===== src/exc_ctrl_regs.vh =====
/*
 * register map, table positions, priority keys and state codes of the
 * top-level exception controller.
 * assumes a 12-bit APB byte address window and the 250 MHz system clock.
 */
`ifndef EXC_CTRL_REGS_VH
`define EXC_CTRL_REGS_VH

// table layout
`define EXC_COUNT        33
`define EXC_LAST         32
`define EXC_SLOTS        6'h21
`define POS_W            6
`define POS_SP           6'h00
`define POS_RESET        6'h01
`define POS_NMI          2
`define POS_HARD         3
`define POS_MEM          4
`define POS_BUS          5
`define POS_USAGE        6
`define POS_SVC          11
`define POS_DBGMON       12
`define POS_PENDABLE_SERVICE_REQUEST       14
`define POS_SYSTEM_TICK_EXCEPTION      15
`define IRQ_BASE         16
`define IRQ_COUNT        17
`define IRQ_TOP          16

// slots that hold a pend latch, and slots whose priority software sets
`define PEND_IMPL_MASK   33'h1_ffff_d878
`define PRI_CFG_MASK     33'h1_ffff_d870

// priority keys: lower wins; configurable levels sit above the fixed ones
`define PRI_W            5
`define KEY_W            6
`define KEY_NMI          6'h00
`define KEY_HARD         6'h01
`define KEY_BIAS         6'h02
`define KEY_IDLE         6'h3f

// register byte offsets
`define OFF_EN_SET       12'h000
`define OFF_EN_CLR       12'h004
`define OFF_PEND_SET     12'h008
`define OFF_PEND_CLR     12'h00c
`define OFF_ACTIVE       12'h010
`define OFF_SYS_CTRL     12'h014
`define OFF_CUR_PRI      12'h018
`define REGION_PRI       4'h1
`define REGION_VEC       4'h2

// system control register fields
`define CTL_MEM_EN       0
`define CTL_BUS_EN       1
`define CTL_USAGE_EN     2
`define CTL_DBGMON_EN    3
`define CTL_PENDABLE_SERVICE_REQUEST_SET   4
`define CTL_PENDABLE_SERVICE_REQUEST_CLR   5
`define CTL_W            4
`define CTL_RESET        4'h0

// reset sequencer, one-hot
`define ST_SP            3'h1
`define ST_RV            3'h2
`define ST_RUN           3'h4

`endif


===== src/exc_priority_select.v =====
/*
 * picks the winning entry among requesting table slots: lowest key wins,
 * on equal keys the lowest slot position wins.
 * assumes keys are packed slot 0 in the low bits; purely combinational.
 */
`timescale 1ns/1ps
`default_nettype none
`include "exc_ctrl_regs.vh"

module exc_priority_select
(
   input  wire [`EXC_COUNT-1:0]        req,
   input  wire [`EXC_COUNT*`KEY_W-1:0] keys,
   output reg                          found,
   output reg  [`POS_W-1:0]            idx,
   output reg  [`KEY_W-1:0]            key
);

   integer i;

   // ascending scan with strict compare keeps the lower position on ties
   always @*
   begin
      found = 1'b0;
      idx   = `POS_SP;
      key   = `KEY_IDLE;
      for (i = 0; i < `EXC_COUNT; i = i + 1)
      begin
         if (req[i] && (!found || keys[i*`KEY_W +: `KEY_W] < key))
         begin
            found = 1'b1;
            idx   = i[`POS_W-1:0];
            key   = keys[i*`KEY_W +: `KEY_W];
         end
      end
   end

endmodule
`default_nettype wire


===== src/top_level_exception_controller.v =====
/*
 * top-level exception controller: vector table, priority resolution,
 * per-interrupt pend latches and enable masks, reset start-up sequence,
 * APB register slave.
 * assumes peripheral and nmi request pins are asynchronous levels; the
 * fault, call and tick requests come from core logic on the same clock.
 */
// The implementer's own choices: the APB slave port and the register offsets.
// Notes on behaviour
// - ten standard exceptions plus seventeen vectored peripheral inputs.
// - every table slot holds a 32-bit address; all but reserved slots 7 to 10 and 13 are handed to the core.
// - after reset slot 0 is issued as initial stack pointer first.
// - reset uses slot 1, asynchronous, and leaves no activation behind.
// - nmi at slot 2 outranks everything except reset.
// - blocked or disabled faults escalate to hard fault at slot 3.
// - protection-unit mismatch raises memory fault at slot 4.
// - bus fault at slot 5 for prefetch, access and address faults.
// - supervisor call at slot 11 raised when the call instruction executes.
// - debug monitor at slot 12 only when enabled and not halted.
// - pendable service request at slot 14 pended by software only.
// - system tick at slot 15 raised when the tick timer fires.
// - peripheral interrupts occupy slots 16 to 32 in fixed order.
// - reset, nmi, hard fault hold fixed top priorities.
// - other exceptions take 5-bit software priority, lower value wins.
// - equal priority ties go to the lower table position.
// - zero bits written to set, clear or active registers do nothing.
// - enable-set ones enable, enable-clear ones disable an interrupt.
// - pend-set ones set, pend-clear ones clear the pend latch.
// - active register is read-only and shows active interrupts.
// - pend latch gated by enable; later enabling still takes it.
// - request lines are level-sensitive and pend while held.
`timescale 1ns/1ps
`default_nettype none
`include "exc_ctrl_regs.vh"

module top_level_exception_controller
(
   input  wire                    clock,
   input  wire                    rst,
   input  wire                    psel,
   input  wire                    penable,
   input  wire                    pwrite,
   input  wire [11:0]             paddr,
   input  wire [31:0]             pwdata,
   output reg  [31:0]             prdata,
   output reg                     pready,
   output reg                     pslverr,
   input  wire [`IRQ_COUNT-1:0]   irqLines,
   input  wire                    nmiLine,
   input  wire                    memFaultReq,
   input  wire                    busFaultReq,
   input  wire                    usageFaultReq,
   input  wire                    svcReq,
   input  wire                    debugMonReq,
   input  wire                    debugHalted,
   input  wire                    sysTickReq,
   input  wire                    excAck,
   input  wire                    excReturn,
   input  wire [`POS_W-1:0]       excReturnNum,
   output reg                     excReq,
   output reg  [`POS_W-1:0]       excNum,
   output reg  [31:0]             excVector,
   output reg                     spLoad,
   output reg  [31:0]             spValue
);

   reg  [`IRQ_COUNT-1:0]   irqMeta_q;
   reg  [`IRQ_COUNT-1:0]   irqSync_q;
   reg                     nmiMeta_q;
   reg                     nmiSync_q;
   reg  [`IRQ_COUNT-1:0]   enable_q;
   reg  [`EXC_COUNT-1:0]   pend_q;
   reg  [`EXC_COUNT-1:0]   active_q;
   reg  [`CTL_W-1:0]       ctrl_q;
   reg  [`PRI_W-1:0]       pri_q [0:`EXC_LAST];
   reg  [31:0]             vec_q [0:`EXC_LAST];
   reg  [2:0]              state_q;

   reg  [`EXC_COUNT*`KEY_W-1:0] keyVec;
   reg  [`EXC_COUNT-1:0]   setVec;
   reg  [`EXC_COUNT-1:0]   clrVec;
   reg  [`EXC_COUNT-1:0]   actSet;
   reg  [`EXC_COUNT-1:0]   actClr;
   reg  [31:0]             rdData;
   reg                     rdErr;
   integer                 i;
   integer                 k;

   wire                    candFound;
   wire [`POS_W-1:0]       candIdx;
   wire [`KEY_W-1:0]       candKey;
   wire                    actFound;
   wire [`KEY_W-1:0]       actKey;
   wire [`KEY_W-1:0]       curKey;
   wire [`EXC_COUNT-1:0]   candVec;
   wire [`IRQ_COUNT-1:0]   periphReq;
   wire                    escMem;
   wire                    escBus;
   wire                    escUsage;
   wire                    taken;

   // apb decode: answer comes on the second access cycle
   wire                    access = psel & penable;
   wire                    wrDo   = access & pwrite & pready;
   wire [3:0]              region = paddr[11:8];
   wire [`POS_W-1:0]       slot   = paddr[7:2];
   wire                    slotOk = (slot < `EXC_SLOTS);
   wire [`EXC_COUNT-1:0]   priCfgMask = `PRI_CFG_MASK;
   wire                    wePriTbl = wrDo & (region == `REGION_PRI) &
                                      slotOk;
   wire                    weVecTbl = wrDo & (region == `REGION_VEC) &
                                      slotOk;
   wire                    weEnSet  = wrDo & (paddr == `OFF_EN_SET);
   wire                    weEnClr  = wrDo & (paddr == `OFF_EN_CLR);
   wire                    wePndSet = wrDo & (paddr == `OFF_PEND_SET);
   wire                    wePndClr = wrDo & (paddr == `OFF_PEND_CLR);
   wire                    weCtrl   = wrDo & (paddr == `OFF_SYS_CTRL);

   // pins are asynchronous: two flops before anything looks at them
   always @(posedge clock or posedge rst)
   begin
      if (rst)
      begin
         irqMeta_q <= {`IRQ_COUNT{1'b0}};
         irqSync_q <= {`IRQ_COUNT{1'b0}};
         nmiMeta_q <= 1'b0;
         nmiSync_q <= 1'b0;
      end
      else
      begin
         irqMeta_q <= irqLines;
         irqSync_q <= irqMeta_q;
         nmiMeta_q <= nmiLine;
         nmiSync_q <= nmiMeta_q;
      end
   end

   // priority keys per slot
   always @*
   begin
      keyVec = {`EXC_COUNT*`KEY_W{1'b0}};
      for (i = 0; i < `EXC_COUNT; i = i + 1)
      begin
         if (i == `POS_NMI)
            keyVec[i*`KEY_W +: `KEY_W] = `KEY_NMI;
         else if (i == `POS_HARD)
            keyVec[i*`KEY_W +: `KEY_W] = `KEY_HARD;
         else
            keyVec[i*`KEY_W +: `KEY_W] =
               {1'b0, pri_q[i]} + `KEY_BIAS;
      end
   end

   // level lines pend while held; mask gates latch and line alike
   assign periphReq = (pend_q[`EXC_LAST:`IRQ_BASE] | irqSync_q) &
                      enable_q;
   // a fault about to escalate is never offered in its own slot
   assign candVec   = {periphReq, pend_q[`POS_SYSTEM_TICK_EXCEPTION:`POS_HARD],
                       nmiSync_q, 2'b00} & ~active_q &
                      ~{{(`EXC_COUNT-`POS_USAGE-1){1'b0}}, escUsage,
                        escBus, escMem, 4'h0};

   exc_priority_select candSel
   (
      .req   (candVec),
      .keys  (keyVec),
      .found (candFound),
      .idx   (candIdx),
      .key   (candKey)
   );

   exc_priority_select actSel
   (
      .req   (active_q),
      .keys  (keyVec),
      .found (actFound),
      .idx   (),
      .key   (actKey)
   );

   assign curKey = actFound ? actKey : `KEY_IDLE;

   // a fault that is disabled or cannot preempt becomes a hard fault
   assign escMem   = pend_q[`POS_MEM] & (~ctrl_q[`CTL_MEM_EN] |
                     (keyVec[`POS_MEM*`KEY_W +: `KEY_W] >= curKey));
   assign escBus   = pend_q[`POS_BUS] & (~ctrl_q[`CTL_BUS_EN] |
                     (keyVec[`POS_BUS*`KEY_W +: `KEY_W] >= curKey));
   assign escUsage = pend_q[`POS_USAGE] & (~ctrl_q[`CTL_USAGE_EN] |
                     (keyVec[`POS_USAGE*`KEY_W +: `KEY_W] >= curKey));

   assign taken = excAck & excReq & (state_q == `ST_RUN);

   // pend sources; sets are applied after clears so a new event survives
   always @*
   begin
      setVec = {`EXC_COUNT{1'b0}};
      clrVec = {`EXC_COUNT{1'b0}};
      setVec[`POS_MEM]     = memFaultReq;
      setVec[`POS_BUS]     = busFaultReq;
      setVec[`POS_USAGE]   = usageFaultReq;
      setVec[`POS_SVC]     = svcReq;
      setVec[`POS_DBGMON]  = debugMonReq & ctrl_q[`CTL_DBGMON_EN] &
                             ~debugHalted;
      setVec[`POS_PENDABLE_SERVICE_REQUEST]  = weCtrl & pwdata[`CTL_PENDABLE_SERVICE_REQUEST_SET];
      setVec[`POS_SYSTEM_TICK_EXCEPTION] = sysTickReq;
      setVec[`POS_HARD]    = escMem | escBus | escUsage;
      clrVec[`POS_MEM]     = escMem;
      clrVec[`POS_BUS]     = escBus;
      clrVec[`POS_USAGE]   = escUsage;
      clrVec[`POS_PENDABLE_SERVICE_REQUEST]  = weCtrl & pwdata[`CTL_PENDABLE_SERVICE_REQUEST_CLR];
      if (wePndSet)
         setVec[`EXC_LAST:`IRQ_BASE] = pwdata[`IRQ_TOP:0];
      if (wePndClr)
         clrVec[`EXC_LAST:`IRQ_BASE] = pwdata[`IRQ_TOP:0];
      if (taken)
         clrVec = clrVec | ({{(`EXC_COUNT-1){1'b0}}, 1'b1} << excNum);
      actSet = {`EXC_COUNT{1'b0}};
      actClr = {`EXC_COUNT{1'b0}};
      if (taken)
         actSet = {{(`EXC_COUNT-1){1'b0}}, 1'b1} << excNum;
      if (excReturn)
         actClr = {{(`EXC_COUNT-1){1'b0}}, 1'b1} << excReturnNum;
   end

   always @(posedge clock or posedge rst)
   begin
      if (rst)
      begin
         enable_q <= {`IRQ_COUNT{1'b0}};
         pend_q   <= {`EXC_COUNT{1'b0}};
         active_q <= {`EXC_COUNT{1'b0}};
         ctrl_q   <= `CTL_RESET;
         for (k = 0; k < `EXC_COUNT; k = k + 1)
         begin
            pri_q[k] <= {`PRI_W{1'b0}};
            vec_q[k] <= 32'h0000_0000;
         end
      end
      else
      begin
         enable_q <= (enable_q & ~({`IRQ_COUNT{weEnClr}} &
                     pwdata[`IRQ_TOP:0])) |
                     ({`IRQ_COUNT{weEnSet}} & pwdata[`IRQ_TOP:0]);
         pend_q   <= ((pend_q & ~clrVec) | setVec) & `PEND_IMPL_MASK;
         active_q <= (active_q & ~actClr) | actSet;
         if (weCtrl)
            ctrl_q <= pwdata[`CTL_W-1:0];
         if (wePriTbl && priCfgMask[slot])
            pri_q[slot] <= pwdata[`PRI_W-1:0];
         if (weVecTbl)
            vec_q[slot] <= pwdata;
      end
   end

   // read mux; unmapped addresses answer with pslverr and zero
   always @*
   begin
      rdData = 32'h0000_0000;
      rdErr  = 1'b0;
      if (region == `REGION_PRI && slotOk)
         rdData[`PRI_W-1:0] = pri_q[slot];
      else if (region == `REGION_VEC && slotOk)
         rdData = vec_q[slot];
      else
      begin
         case (paddr)
            `OFF_EN_SET,
            `OFF_EN_CLR:   rdData[`IRQ_TOP:0] = enable_q;
            `OFF_PEND_SET,
            `OFF_PEND_CLR: rdData[`IRQ_TOP:0] = pend_q[`EXC_LAST:`IRQ_BASE];
            `OFF_ACTIVE:   rdData[`IRQ_TOP:0] =
                              active_q[`EXC_LAST:`IRQ_BASE];
            `OFF_SYS_CTRL:
            begin
               rdData[`CTL_W-1:0] = ctrl_q;
               rdData[`CTL_PENDABLE_SERVICE_REQUEST_SET] = pend_q[`POS_PENDABLE_SERVICE_REQUEST];
            end
            `OFF_CUR_PRI:  rdData[`KEY_W-1:0] = curKey;
            default:       rdErr = 1'b1;
         endcase
      end
   end

   always @(posedge clock or posedge rst)
   begin
      if (rst)
      begin
         pready  <= 1'b0;
         pslverr <= 1'b0;
         prdata  <= 32'h0000_0000;
      end
      else
      begin
         pready  <= access & ~pready;
         pslverr <= access & ~pready & rdErr;
         if (access && !pready && !pwrite)
            prdata <= rdData;
      end
   end

   // start-up: stack pointer, then reset vector, then normal arbitration
   always @(posedge clock or posedge rst)
   begin
      if (rst)
      begin
         state_q   <= `ST_SP;
         excReq    <= 1'b0;
         excNum    <= `POS_SP;
         excVector <= 32'h0000_0000;
         spLoad    <= 1'b0;
         spValue   <= 32'h0000_0000;
      end
      else
      begin
         case (state_q)
            `ST_SP:
            begin
               spLoad  <= 1'b1;
               spValue <= vec_q[`POS_SP];
               state_q <= `ST_RV;
            end
            `ST_RV:
            begin
               spLoad    <= 1'b0;
               excReq    <= 1'b1;
               excNum    <= `POS_RESET;
               excVector <= vec_q[`POS_RESET];
               // no active bit is kept: the handler runs as thread level
               if (excAck && excReq)
               begin
                  excReq  <= 1'b0;
                  state_q <= `ST_RUN;
               end
            end
            `ST_RUN:
            begin
               spLoad <= 1'b0;
               // drop for a cycle after an ack so the taken slot is not
               // offered again before its active bit lands
               if (taken)
                  excReq <= 1'b0;
               else
               begin
                  excReq    <= candFound & (candKey < curKey);
                  excNum    <= candIdx;
                  excVector <= vec_q[candIdx];
               end
            end
            default:
               state_q <= `ST_SP;
         endcase
      end
   end

endmodule
`default_nettype wire


===== config.mk =====
export PLATFORM = sky130hd
export DESIGN_NAME = top_level_exception_controller
export DESIGN_NICKNAME = d
export VERILOG_FILES = /design/src/exc_priority_select.v /design/src/top_level_exception_controller.v
export VERILOG_INCLUDE_DIRS = /design/src /design/src/src
export SDC_FILE = /design/constraint.sdc
export NUM_CORES = 2
export LEC_CHECK = 0
export BUFFER_PORTS_ARGS = -buffer_cell sky130_fd_sc_hd__buf_2
export CAP_MARGIN = 40
export CORE_MARGIN = 5
export CORE_UTILIZATION = 55
export DETAILED_ROUTE_END_ITERATION = 7
export PLACE_DENSITY = 0.71
export SYNTH_ARGS = -nofsm -noshare
export SYNTH_HDL_FRONTEND = slang
export SYNTH_SLANG_ARGS = --single-unit

===== constraint.sdc =====
create_clock -name clock -period 112.9 [get_ports clock]
set_clock_uncertainty 0.2 [all_clocks]
set_input_delay 28.225 -clock clock [delete_from_list [all_inputs] [get_ports clock]]
set_output_delay 28.225 -clock clock [all_outputs]
set_load 0.02 [all_outputs]

==> impl_metrics.ini <==
[outcome]
status = finished, violations left
violations = design-rule violations

[sta]
min_period_ns = 105.60
timing.final.max_slew_violations = 0
setup_viol = 0
tightest_slew_ns = 1.172
fin_ws_ns = 7.301
min_period_over_period_pct = 93.53
max_freq_mhz = 9.470
hold_violations = 0
slew_headroom_pct = 21.88

[worst_setup_path]
cp-end-kind = flop
critical_path_required_ns = 113.43
worst-path-buf-inv = 31
cp_top_family = compound AO/OA/AOI/OAI gates
slowest_delay_ns = 0.64
r2r_start = pri_q[161]
endpoint = excVector[25]
crit_type = flop to flop
slowest_stage = buf_4
cp.depth = 518
cp-startpoint = pri_q[161]
cp_max_fo = 34
rr_endpoint = excVector[25]
reg2reg_depth = 518
r2r_slack_ns = 7.30
critPathLaunchType = flop
arrival_ns = 106.13

[final_layout]
fin_cells = 10290
nets = 8409
layout_common_cells = 1444 x dfrtp_1, 1282 x mux2_2, 867 x nand2_1, 395 x o21ai_0, 370 x mux4_2
fin_util_pct = 61.20
final_common_cell = dfrtp_1
area_delta_synth_final_pct = 10.87
stdcell_area_um2 = 98040
final_layout_size_suffix_gt1_share_pct = 31.43

[yosys]
synth_edf_count = 0
ys_seq_elements = 1445
ys_async_sr_fraction_pct = 100.0
yosysWarnings = 0
yosysUniqueCellTypes = 121
synth_area_per_cell_um2 = 10.97
syn_inst = 8064
netlist_area_um2 = 88430
syn_nets = 8470
synthFlopType = dfrtp_1
ys_seq_area_share_pct = 40.89

[placement]
gp_congestion = 1.047
place_hpwl_um = 218200
dp_cells = 9971
dpl_cell_area_um2 = 92030
dp_slack_ns = 0.5613
io_buffers = 187

[clock_network]
ctsHtreeMaxLevel = 4
path_clk_slew_ns = 0.06
cts_sinks = 1445
cts_made_buffers = 152
cts_hold_buf = 0
cts_max_path_buffers = 3
cts_tree = built
insertion_delay_ns = 0.82
clock-root-buffer = clkbuf_16

[floorplan]
die_w_um = 411.0
std_cell_rows = 147
die_height_um = 411.0
pin_count = 188
die-area_um2 = 168900
core_area_um2 = 160200
start_util_pct = 55.20

[routing]
firstDrtPassIters = 8
via_per_inst = 7.230
drc = 2
drt_iter0_markers = 10070
wl_per_cell_um = 33.00
drt.antenna.violating_nets = 0
vias = 74410
routed_wirelength_um = 339600

[worst_hold_path]
hold_path_class = flop to flop

[global_routing]
grt_pass1_wl_um = 494300
antenna_found_initial = 25
grt_pass1_vias = 73120
grt-ovfl-total = 0
grt_max_degree = 169
track_usage_pct = 39.34

[job]
maxCapViolations = 0
==> area by class of cell <==
class                      instances  area, um^2
antenna                           10       25.02
clock buffer                     228        4656
clock inverter                    45       480.5
fill                           12770       62160
inverter                         180       686.9
multi-input combinational       5805       49960
sequential                      1445       36160
tap                             2160        2703
timing repair buffer             419        3376
==> repair_timing <==
action | CTS | global route
endpoints found under the setup margin | 0 | 39
setup buffers | 0 | 33
gates resized for setup | 0 | 107
==> registers in the layout, summed over array words and instances (netlist names) <==
name and count:
pready 1, active_q 33, irqSync_q 17, prdata 32, vec_q 1056, nmiMeta_q 1
pslverr 1, state_q 3, excNum 6, nmiSync_q 1, ctrl_q 4, excVector 32
spValue 32, pri_q 165, spLoad 1, enable_q 17, irqMeta_q 17, pend_q 25
excReq 1
==> how the worst min path moves through the flow <==
stage,startpoint,end,slack (ns),depth (start not counted)
3_3_place_gp,irqMeta_q[4],irqSync_q[4],0.13,0
4_1_cts,irqMeta_q[13],irqSync_q[13],0.15,0
3_5_place_dp,irqMeta_q[13],irqSync_q[13],0.13,0
2_1_floorplan,irqMeta_q[0],irqSync_q[0],0.13,0
6_report,irqMeta_q[12],irqSync_q[12],0.15,0
5_1_grt,irqMeta_q[15],irqSync_q[15],0.16,0
==> routing by layer <==
metal,vias up,track usage (%),share of wire (%)
li1,30160,-,-
met1,37670,50.33,37
met2,5161,58.36,43
met3,1411,11.37,12
met4,12,26.13,8.2
met5,-,0,0.017
==> through the flow <==
stage | hold slack (ns) | TNS (ns)
final | 0.1463 | 0
after floorplan | 0.1312 | 0
after global placement | 0.1330 | 0
after detailed placement | 0.1347 | 0
after global routing | 0.1563 | -1.069
after CTS | 0.1486 | 0
==> cells in the mapped netlist, types with 44 or more instances <==
cell	instances	area, um^2
a211oi_1	90	675.7
a21o_1	101	758.2
a21oi_1	333	1667
a31oi_1	161	1007
and2_1	44	275.3
and3_1	53	331.6
buf_1	142	533.0
clkbuf_1	465	1745
dfrtp_1	1444	36130
ha_1	324	4054
inv_1	179	671.9
mux2_2	1282	14440
mux2i_1	115	1151
mux4_2	370	8333
nand2_1	892	3348
nand2b_1	59	369.1
nand3_1	279	1396
nand4_1	51	319.1
nor2_1	257	964.7
nor2b_1	53	331.6
nor3_1	94	470.5
o211ai_1	64	480.5
o21a_1	47	352.8
o21ai_0	400	2002
o221ai_1	104	910.9
==> cells by family (layout without fill, tap and decap cells) <==
| kind of cell | Yosys count | count (layout) | synth area share (%) |
|---|---|---|---|
| AO/OA/AOI/OAI | 1718 | 1718 | 13.14 |
| XOR/XNOR | 63 | 63 | 0.6239 |
| adder cells (fa/ha/maj) | 324 | 324 | 4.584 |
| buffers and inverters | 815 | 872 | 3.578 |
| flip-flops | 1445 | 1445 | 40.89 |
| multiplexers | 1771 | 1771 | 27.13 |
| other | 0 | 10 | 0 |
| AND/OR/NAND/NOR | 1928 | 1929 | 10.06 |
Power is left out: the tool's default activity adds up to more than one toggle a clock period on the data nets, which glitch-free logic cannot reach.
